**config.mk**
```make
export PLATFORM = sky130hd
export DESIGN_NAME = pss_top
export DESIGN_NICKNAME = d
export VERILOG_FILES = /design/src/rtl/pss_pkg.sv /design/src/rtl/pss_powerup.sv /design/src/rtl/pss_top.sv
export VERILOG_INCLUDE_DIRS = /design/src /design/src/rtl
export SDC_FILE = /design/constraint.sdc
export NUM_CORES = 1
export LEC_CHECK = 0
export BUFFER_PORTS_ARGS = -buffer_cell sky130_fd_sc_hd__buf_2
export CAP_MARGIN = 10
export CORE_MARGIN = 3
export CORE_UTILIZATION = 30
export CTS_BUF_LIST = sky130_fd_sc_hd__clkbuf_4 sky130_fd_sc_hd__clkbuf_8
export DETAILED_ROUTE_END_ITERATION = 16
export PLACE_DENSITY_LB_ADDON = 0.2
export SYNTH_ARGS = -nofsm -noshare
export SYNTH_HDL_FRONTEND = slang
export SYNTH_SLANG_ARGS = --single-unit
```
**constraint.sdc**
```tcl
create_clock -name clk -period 55.7 [get_ports clk]
set_clock_uncertainty 0.1 [all_clocks]
set_input_delay 2.785 -clock clk [delete_from_list [all_inputs] [get_ports clk]]
set_output_delay 2.785 -clock clk [all_outputs]
set_load 0.02 [all_outputs]
```
**src/rtl/pss_consts.svh**
```systemverilog
`ifndef PSS_CONSTS_SVH
`define PSS_CONSTS_SVH

// Signature store width in bits
`define PSS_SIG_BITS 64
// Configuration pattern word width and depth
`define PSS_CFG_BITS 16
`define PSS_CFG_WORDS 8
// Longest power-up clear time in ns, and its cycle count at 25 ns per cycle (rounded down)
`define PSS_CLEAR_TIME_NS 45000
`define PSS_CLK_PERIOD_NS 25
`define PSS_CLEAR_CYCLES (`PSS_CLEAR_TIME_NS / `PSS_CLK_PERIOD_NS)
// Clock-valid window in ns, for reference by the system side
`define PSS_CLOCK_VALID_WINDOW_NS 100
// Reset values
`define PSS_SIG_RESET 64'h0000_0000_0000_0000
`define PSS_SECURE_RESET 1'b0
// Readback value when access is refused
`define PSS_REFUSED_DATA 16'hffff

`endif

```
**src/rtl/pss_pkg.sv**
```systemverilog
package pss_pkg;
	// Programmer command codes
	typedef enum logic [2:0] {
		PSS_CMD_NONE,
		PSS_CMD_PROGRAM,
		PSS_CMD_READ_CFG,
		PSS_CMD_READ_SIG,
		PSS_CMD_SECURE
	} pss_cmd_t;

	// One programmer request
	typedef struct packed {
		logic     valid;
		pss_cmd_t cmd;
		logic [2:0]  addr;
		logic [15:0] cfg_data;
		logic [63:0] sig_data;
	} pss_req_t;

	// One programmer answer
	typedef struct packed {
		logic        valid;
		logic        refused;
		logic [15:0] data;
		logic [63:0] sig;
		logic [15:0] checksum;
	} pss_rsp_t;
endpackage

```
**src/rtl/pss_powerup.sv**
```systemverilog
`timescale 1ns/1ps
`include "pss_consts.svh"
// Power-up clear counter: holds clear high until the count runs out
module pss_powerup
	import pss_pkg::*;
#(
	parameter int CLEAR_CYCLES = `PSS_CLEAR_CYCLES
)(
	input  wire logic clk,     // Device clock
	input  wire logic reset,   // Power-on, async active high
	output logic      clear    // Internal register clear, high until released
);
	typedef struct packed {
		logic [15:0] count;
		logic        busy;
	} pss_pu_state_t;

	pss_pu_state_t st;
	pss_pu_state_t next_st;

	// Count down the clear time, then release
	always_comb
	begin
		next_st = st;
		if (st.busy)
		begin
			if (st.count == 16'h0001)
				next_st.busy = 1'b0;
			else
				next_st.count = st.count - 16'h0001;
		end
	end

	always_ff @(posedge clk or posedge reset)
	begin
		if (reset)
			st <= {16'(CLEAR_CYCLES), 1'b1};
		else
			st <= next_st;
	end

	assign clear = st.busy | reset;
endmodule // pss_powerup

```
**src/rtl/pss_top.sv**
```systemverilog
`timescale 1ns/1ps
`include "pss_consts.svh"
// Operation
// - A 64-bit reprogrammable signature holds any user data.
// - Signature reads always succeed, regardless of the protection cell.
// - Checksum covers signature bits; its four 16-bit words are added to the pattern words.
// - After protection is set, configuration readback is refused.
// - Protection clears only through a full reprogramming.
// - Power-up reset drives the output and answer registers low within 45 us.
// - Enabled registered outputs read high after power-up, via inverting path.
// - Programming erases the old configuration automatically.
// - Undriven inputs read as one; tri-stated output pins (out_en low) read as zero on pin_out.
module pss_top
	import pss_pkg::*;
#(
	parameter int CLEAR_CYCLES = `PSS_CLEAR_CYCLES, // Power-up clear length
	parameter int OUT_BITS     = 4                  // Registered output pins
)(
	input  wire logic                clk,        // Device clock
	input  wire logic                reset,      // Power-on reset, active high
	input  pss_req_t                 req,        // Programmer request
	output pss_rsp_t                 rsp,        // Programmer answer
	input  wire logic [OUT_BITS-1:0] d_in,       // Next-state data for output registers
	input  wire logic [OUT_BITS-1:0] d_in_oe,    // Drive enable seen on d_in pins
	input  wire logic [OUT_BITS-1:0] out_en,     // Output enables
	output logic [OUT_BITS-1:0]      pin_out,    // Registered output pin levels
	output logic                     powerup_busy // Clear still active
);
	typedef struct packed {
		logic [`PSS_CFG_WORDS-1:0][`PSS_CFG_BITS-1:0] cfg;
		logic [`PSS_SIG_BITS-1:0] sig;
		logic                     secure;
		logic [OUT_BITS-1:0]      q;
		pss_rsp_t                 rsp;
	} pss_state_t;

	pss_state_t st;
	pss_state_t next_st;
	logic       clear;
	logic [OUT_BITS-1:0] din_eff;

	// Checksum over the pattern and the signature, used three times
	function automatic logic [15:0] pss_sum(
		input logic [`PSS_CFG_WORDS-1:0][`PSS_CFG_BITS-1:0] c,
		input logic [`PSS_SIG_BITS-1:0] s
	);
		logic [15:0] acc;
		acc = 16'h0000;
		for (int i = 0; i < `PSS_CFG_WORDS; i++)
			acc = acc + c[i];
		for (int j = 0; j < 4; j++)
			acc = acc + s[j*16 +: 16];
		return acc;
	endfunction

	pss_powerup #(
		.CLEAR_CYCLES(CLEAR_CYCLES)
	) u_powerup (
		.clk  (clk),
		.reset(reset),
		.clear(clear)
	);

	// Pull-ups: a pin not driven reads one
	assign din_eff = d_in | ~d_in_oe;

	// Command handling and output registers
	always_comb
	begin
		next_st = st;
		next_st.rsp = '0;
		next_st.q = din_eff;
		if (req.valid)
		begin
			case (req.cmd)
				PSS_CMD_PROGRAM:
				begin
					// Whole pattern erased before the new word lands
					next_st.cfg = '0;
					next_st.cfg[req.addr] = req.cfg_data;
					next_st.sig = req.sig_data;
					next_st.secure = `PSS_SECURE_RESET;
					next_st.rsp.valid = 1'b1;
				end
				PSS_CMD_READ_CFG:
				begin
					next_st.rsp.valid = 1'b1;
					if (st.secure)
					begin
						next_st.rsp.refused = 1'b1;
						next_st.rsp.data = `PSS_REFUSED_DATA;
					end
					else
						next_st.rsp.data = st.cfg[req.addr];
				end
				PSS_CMD_READ_SIG:
				begin
					next_st.rsp.valid = 1'b1;
					next_st.rsp.sig = st.sig;
				end
				PSS_CMD_SECURE:
				begin
					next_st.secure = 1'b1;
					next_st.rsp.valid = 1'b1;
				end
				default:
				begin
					next_st.rsp.valid = 1'b0;
				end
			endcase
			next_st.rsp.checksum = pss_sum(st.cfg, st.sig);
		end
	end

	// Clock edges ignored while the power-up clear holds the output and answer registers at zero
	always_ff @(posedge clk or posedge reset)
	begin
		if (reset)
		begin
			// Only output and answer registers clear; the pattern, signature
			// and protection cell are non-volatile, so a power cycle cannot
			// be used to drop the protection
			st.q   <= '0;
			st.rsp <= '0;
		end
		else if (clear)
		begin
			st.q   <= '0;
			st.rsp <= '0;
		end
		else
			st <= next_st;
	end

	// Inverting output buffer: cleared register shows high when enabled
	assign pin_out = ~st.q & out_en;
	assign rsp = st.rsp;
	assign powerup_busy = clear;

	property p_refuse;
		@(posedge clk) disable iff (reset)
		(!clear && req.valid && req.cmd == PSS_CMD_READ_CFG && st.secure)
			|=> (rsp.valid && rsp.refused);
	endproperty
	a_refuse: assert property (p_refuse) else $error("cfg read not refused");

	property p_sig_read;
		@(posedge clk) disable iff (reset)
		(!clear && req.valid && req.cmd == PSS_CMD_READ_SIG)
			|=> (rsp.valid && !rsp.refused && rsp.sig == $past(st.sig));
	endproperty
	a_sig_read: assert property (p_sig_read) else $error("sig read wrong");

	property p_secure_hold;
		@(posedge clk) disable iff (reset)
		(st.secure && !(req.valid && req.cmd == PSS_CMD_PROGRAM)) |=> st.secure;
	endproperty
	a_secure_hold: assert property (p_secure_hold) else $error("secure lost");

	property p_prog_clears;
		@(posedge clk) disable iff (reset)
		(!clear && req.valid && req.cmd == PSS_CMD_PROGRAM) |=> (!st.secure && rsp.valid);
	endproperty
	a_prog_clears: assert property (p_prog_clears) else $error("program kept cell");

	property p_sig_store;
		@(posedge clk) disable iff (reset)
		(!clear && req.valid && req.cmd == PSS_CMD_PROGRAM) |=> (st.sig == $past(req.sig_data));
	endproperty
	a_sig_store: assert property (p_sig_store) else $error("sig not stored");

	property p_clear_zero;
		@(posedge clk) disable iff (reset)
		clear |=> (st.q == '0 || !$past(clear));
	endproperty
	a_clear_zero: assert property (p_clear_zero) else $error("reg moved in clear");

	property p_pin_high;
		@(posedge clk) disable iff (reset)
		clear |-> (pin_out == out_en);
	endproperty
	a_pin_high: assert property (p_pin_high) else $error("pin not high");

	property p_checksum;
		@(posedge clk) disable iff (reset)
		(!clear && req.valid && req.cmd == PSS_CMD_READ_SIG)
			|=> (rsp.checksum == pss_sum($past(st.cfg), $past(st.sig)));
	endproperty
	a_checksum: assert property (p_checksum) else $error("checksum wrong");

	property p_pullup;
		@(posedge clk) disable iff (reset)
		(!clear && d_in_oe == '0) |=> (st.q == '1);
	endproperty
	a_pullup: assert property (p_pullup) else $error("pull-up missing");

	// Programming leaves only the new word behind, so the pattern sum is that word
	property p_erase;
		@(posedge clk) disable iff (reset)
		(!clear && req.valid && req.cmd == PSS_CMD_PROGRAM)
			|=> (pss_sum(st.cfg, '0) == $past(req.cfg_data));
	endproperty
	a_erase: assert property (p_erase) else $error("old pattern not erased");

	property p_secure_set;
		@(posedge clk) disable iff (reset)
		(!clear && req.valid && req.cmd == PSS_CMD_SECURE) |=> (st.secure && rsp.valid);
	endproperty
	a_secure_set: assert property (p_secure_set) else $error("cell not set");

	property p_cfg_read;
		@(posedge clk) disable iff (reset)
		(!clear && req.valid && req.cmd == PSS_CMD_READ_CFG && !st.secure)
			|=> (rsp.valid && !rsp.refused && rsp.data == $past(st.cfg[req.addr]));
	endproperty
	a_cfg_read: assert property (p_cfg_read) else $error("open cfg read wrong");

	// No answer may leave while the power-up clear still holds the block
	property p_clear_hold;
		@(posedge clk) disable iff (reset)
		clear |=> !rsp.valid;
	endproperty
	a_clear_hold: assert property (p_clear_hold) else $error("answer during clear");
endmodule // pss_top

```
* Word-level counts from Yosys, hierarchy flattened *
Cells that the tools add are included.

storage, ports and cells
  register bits after elaboration = 312
  bits in latches = 0
  memory bits (writable) = 0
  ROM bits = 0
  memories kept = 0

operators by class
  divide/modulo/power cells = 0
  eq/ne operators = 5
  muxes and demuxes = 14
  shifts and indexed selects = 0
  multiply operators = 0
  $lt $le $gt $ge = 2
  bitwise gates (word level) = 9
  add/subtract/negate cells = 12
  reduce and logical (&&, ||, !) cells = 6

operators by type and width
  cell                                                                count
  adder 16 bit                                                        11
  bitwise AND 128 bit                                                 1
  two-way mux 102 bit                                                 1
  two-way mux 98 bit                                                  1
  two-way mux 64 bit                                                  1
  binary-select mux 16 bit (select 3 bit)                             1
  demux 16 bit (select 3 bit)                                         1
  two-way mux 16 bit                                                  3
  two-way mux 17 bit                                                  1
  equality test 16 x 1 -> 1 bit (second input constant)               1
  subtractor 16 x 1 -> 16 bit (second input constant)                 1
  NOT 4 bit                                                           2
  AND reduction 4 bit                                                 2
  equality test 3 x 2 -> 1 bit (second input constant)                2
  bitwise AND 4 bit                                                   1
  less-than comparator 3 x 4 -> 1 bit (second input constant)         1
  two-way mux 1 bit                                                   4
  bitwise OR 4 bit                                                    1
  OR reduction 4 bit                                                  1
  equality test 3 x 1 -> 1 bit (second input constant)                1
  equality test 3 bit (second input constant)                         1
  greater-or-equal comparator 3 x 1 -> 1 bit (second input constant)  1
  NOT 1 bit                                                           3
  case mux 1 bit (2 select lines)                                     1
  other kinds (4)                                                     4

* Logic depth before layout (Yosys ltp) *
  depth after elaboration = 13
  gate-level depth with buffers = 19

* By module *
From an unflattened synthesis, not the netlist that was laid out.

unflattened totals
  cell total of the unflattened synthesis = 1,368
  area, all modules = 17,092.6 µm²

by module, submodules not included
  module       area an instance (µm²)  times used  sequential area each (µm²)  cells an instance
  pss_top      16,201.8                1           8,348.0                     1,287
  pss_powerup  890.9                   1           431.7                       81

* Worst setup path after synthesis *
Ideal clock, no wire load.

  path type = input to register
  start = input port reset
  end = register st[103] in the netlist's numbering, enable pin
  library setup time = 1,290 ps
  path buffers = 0
  data arrival time = 22,731 ps
  stages on the path = 3
  required time = 54,310 ps
  path slack = 31,579 ps
  cell sequence = nor2_1 nand2_1 nor4b_1

on the way
  word-level cells in the longest chain between the ends = 3
  elaborated cells between the ends (all ways) = 4
  those cells by class = bitwise (3); reduce/logical (1)

RTL lines
  item                               RTL line           text
  start, declared                    pss_top.sv:20      input wire logic reset,
  bitwise OR 1 bit                   pss_powerup.sv:42  assign clear = st.busy | reset;
  NOT 1 bit (no line)                -
  AND reduction 4 bit (no line) (*)  -
  end signal, assigned               pss_top.sv:132     st <= next_st;
  end, declared                      pss_top.sv:37      pss_state_t st;

Mark *: on every way between the ends. The rest lies on a longest branch, timed or not.
A chain may end at the register's enable or synchronous reset.

* Worst setup path after layout *
  start = input port reset
  end = output port powerup_busy

on the way
  word-level cells in the longest chain between the ends = 1

RTL lines
  item              RTL line           text
  bitwise OR 1 bit  pss_powerup.sv:42
  end, declared     pss_top.sv:27      output logic powerup_busy

No other way between the ends.

==> metrics.cfg <==
[cts]
clk_pin_slew_ps=60
cts_max_level=2
cts_resized=0
cts_tree=done
cts.sinks=312
cts_root_buffer=clkbuf_8
cts_setup_buffers=0
cts_buffers=54
clk_path_buf_depth=3
hold_buffers=0
clkLatencyLatePin_ps=650

[logic_synthesis]
synth_top_family_by_area=adder cells
syn_inst=1353
synth-compound-area-share_pct=4.679
synthSimpleGateAreaFrac_pct=10.84
avgSynthCellArea_sq_um=12.57
synth_fp_nets=1617
yosysUniqueCellTypes=58
synth_ff_type=edfxtp_1
synth_enable_flop_cells=193
async_reset_ff_share_pct=38.14
yosysWarnings=0
synth_seq_cells=312
ys_seq_area_share_pct=51.62
syn-cell-area_sq_um=17010
synth_fa_ha_area_share_pct=18.30
synthXorXnorAreaFrac_pct=2.295
muxShareOfSynthArea_pct=1.427

[layout]
drive_gt1_share_pct=22.76
multiInputGateArea_sq_um=6411
fin_nets=1747
final_common_cell=inv_1
seqCellArea_sq_um=8780
layout_common_cells=inv_1, buf_2, edfxtp_1
nFillCells=5592
finalInstanceArea_sq_um=19490
stdcell_count=2278
area_growth_pct=14.62

[setup_path]
crit_type=in -> out
end_kind=output pin
cp.required_ps=52820
critPathMaxFanout=7
worst_setup_path_start_kind=input pin
worstPathArrival_ps=3730

[sta]
max-slew-margin-rel_pct=21.76
setup_viol=0
tns_ps=0
finalCritPeriodShare_pct=11.88
tightest_slew_ps=1174
fmax_mhz=151.1
drv_slew=0
hold_violations=0
min_period_ps=6620
layout_setup_ws_ps=49080
rsz0062_at_grt=false

[routing]
via_count=9839
viasPerCell=4.319
remaining_drc_errors=0
wl_per_cell_um=19.05
routed_wl_um=43400
ant_nets=0
dr.pass1.iters=5
first_iter_violations=477

[floorplan]
num_rows=86
initial_utilization_pct=30.57
io_pins=204
die_h_um=244.1
die_w_um=244.1
die-area_sq_um=59580
coreArea_sq_um=55630

[place]
numPortBuffers=203
gp_congestion=0.7579
postPlaceCellArea_sq_um=18200
dp_cells=2175
dp_hpwl_um=30140
pre_cts_ws_ps=49060

[pwr]
p_sw_mw=0.1915
p_clk_share_pct=37.8
seqPwrFrac_pct=39.5
combPwrFrac_pct=22.7
p_per_area_nw_per_um2=33.35
switching_share_pct=29.46
ir_drop_mv=0.01762
p_leak_nw=8.987
intPower_mw=0.4587

[global_route]
antenna_found_initial=5
grt_max_degree=177
grt.total_usage_pct=14.71
grt_pass1_wl_um=65940
overflow=0
grt_pass1_vias=10770

[outcome]
status=finished, final reports clean

[hold_path]
min_path_type=reg -> reg

[job]
cap_viol_max_count=0

[critical path: stages]
cell and delay (ps):
buf_2 130, nor2_1 420, inv_1 190, buf_2 210
[Yosys cell counts (all sizes together), types with 12 or more instances]
library cell | instances | area share (%)
dfrtp | 114 | 17
nand2 | 16 | 0.38
o21ai | 16 | 0.47
nor2 | 33 | 0.73
xor2 | 13 | 0.67
nor3 | 14 | 0.50
inv | 245 | 5.4
edfxtp | 193 | 34
fa | 143 | 17
xnor2 | 29 | 1.5
a221oi | 16 | 0.82
nand3 | 16 | 0.54
buf | 105 | 4.5
a21oi | 33 | 0.97
a22o | 12 | 0.62
ha | 20 | 1.5
clkbuf | 40 | 0.88
mux2i | 13 | 0.77
and3 | 71 | 2.6
and2 | 134 | 4.9
[power by group through the flow]
stage          logic [mW]  clock network (mW)  registers, mW
6_report            0.148               0.246          0.257
5_1_grt             0.167               0.264          0.257
4_1_cts             0.151               0.254          0.257
3_5_place_dp        0.150                   0          0.261
3_3_place_gp        0.149                   0          0.261
2_1_floorplan       0.110                   0          0.261
[path summary, 6_finish.rpt]
kind	startpoint	to	slack (ps)	cells after the start
setup / recovery	reset	powerup_busy	49080	4
hold / removal	st[109]	rsp[22]	340	1
setup reg to reg	st[201]	rsp[10]	50070	17
hold reg to reg	st[109]	rsp[22]	340	1
max in group asynchronous	reset	rsp[29]	52140	3
min in group asynchronous	reset	st[98]	2190	2
[cell type report]
cell class | instances | share of cell area [%]
Tap cell | 748 | 4.801
Inverter | 246 | 4.763
Clock buffer | 82 | 5.244
Clock inverter | 20 | 1.361
Sequential cell | 312 | 45.04
Antenna cell | 1 | 0.01284
Multi-Input combinational cell | 650 | 32.89
Timing Repair Buffer | 219 | 5.892
[through the flow]
stage / hold WS, ps / utilization [%] / power (mW)
2_1_floorplan: 333.6 / - / 0.3709
3_5_place_dp: 352.3 / 32.72 / 0.4117
5_1_grt: 359.9 / 35.04 / 0.6887
4_1_cts: 331.0 / 35.04 / 0.6626
6_report: 343.2 / 35.04 / 0.6502
3_3_place_gp: 353.9 / 32.72 / 0.4107
[flip-flops by register name, summed over array words and instances (netlist names)]
signal        count
u_powerup.st     17
rsp              98
st              197
[routing by layer]
metal | global-route usage (%) | vias to the layer above | wire length [um] | part of all wire (%)
li1 | - | 4544 | - | -
met1 | 18.50 | 5012 | 18350 | 42
met2 | 25.47 | 202 | 21940 | 51
met3 | 3.311 | 75 | 2111 | 4.9
met4 | 4.053 | 6 | 954 | 2.2
met5 | 0 | - | 42 | 0.097
[cell families (layout without fill, tap and decap cells)]
kind of cell    count (synthesis)  after routing
flops                         312            312
buf+inv                       391            567
fa+ha+maj                     163            163
xor+xnor                       43             43
mux                            20             20
other cells                     0              1
compound gates                114            114
simple gates                  310            310
No activity file was read; power rests on OpenSTA's default activity.
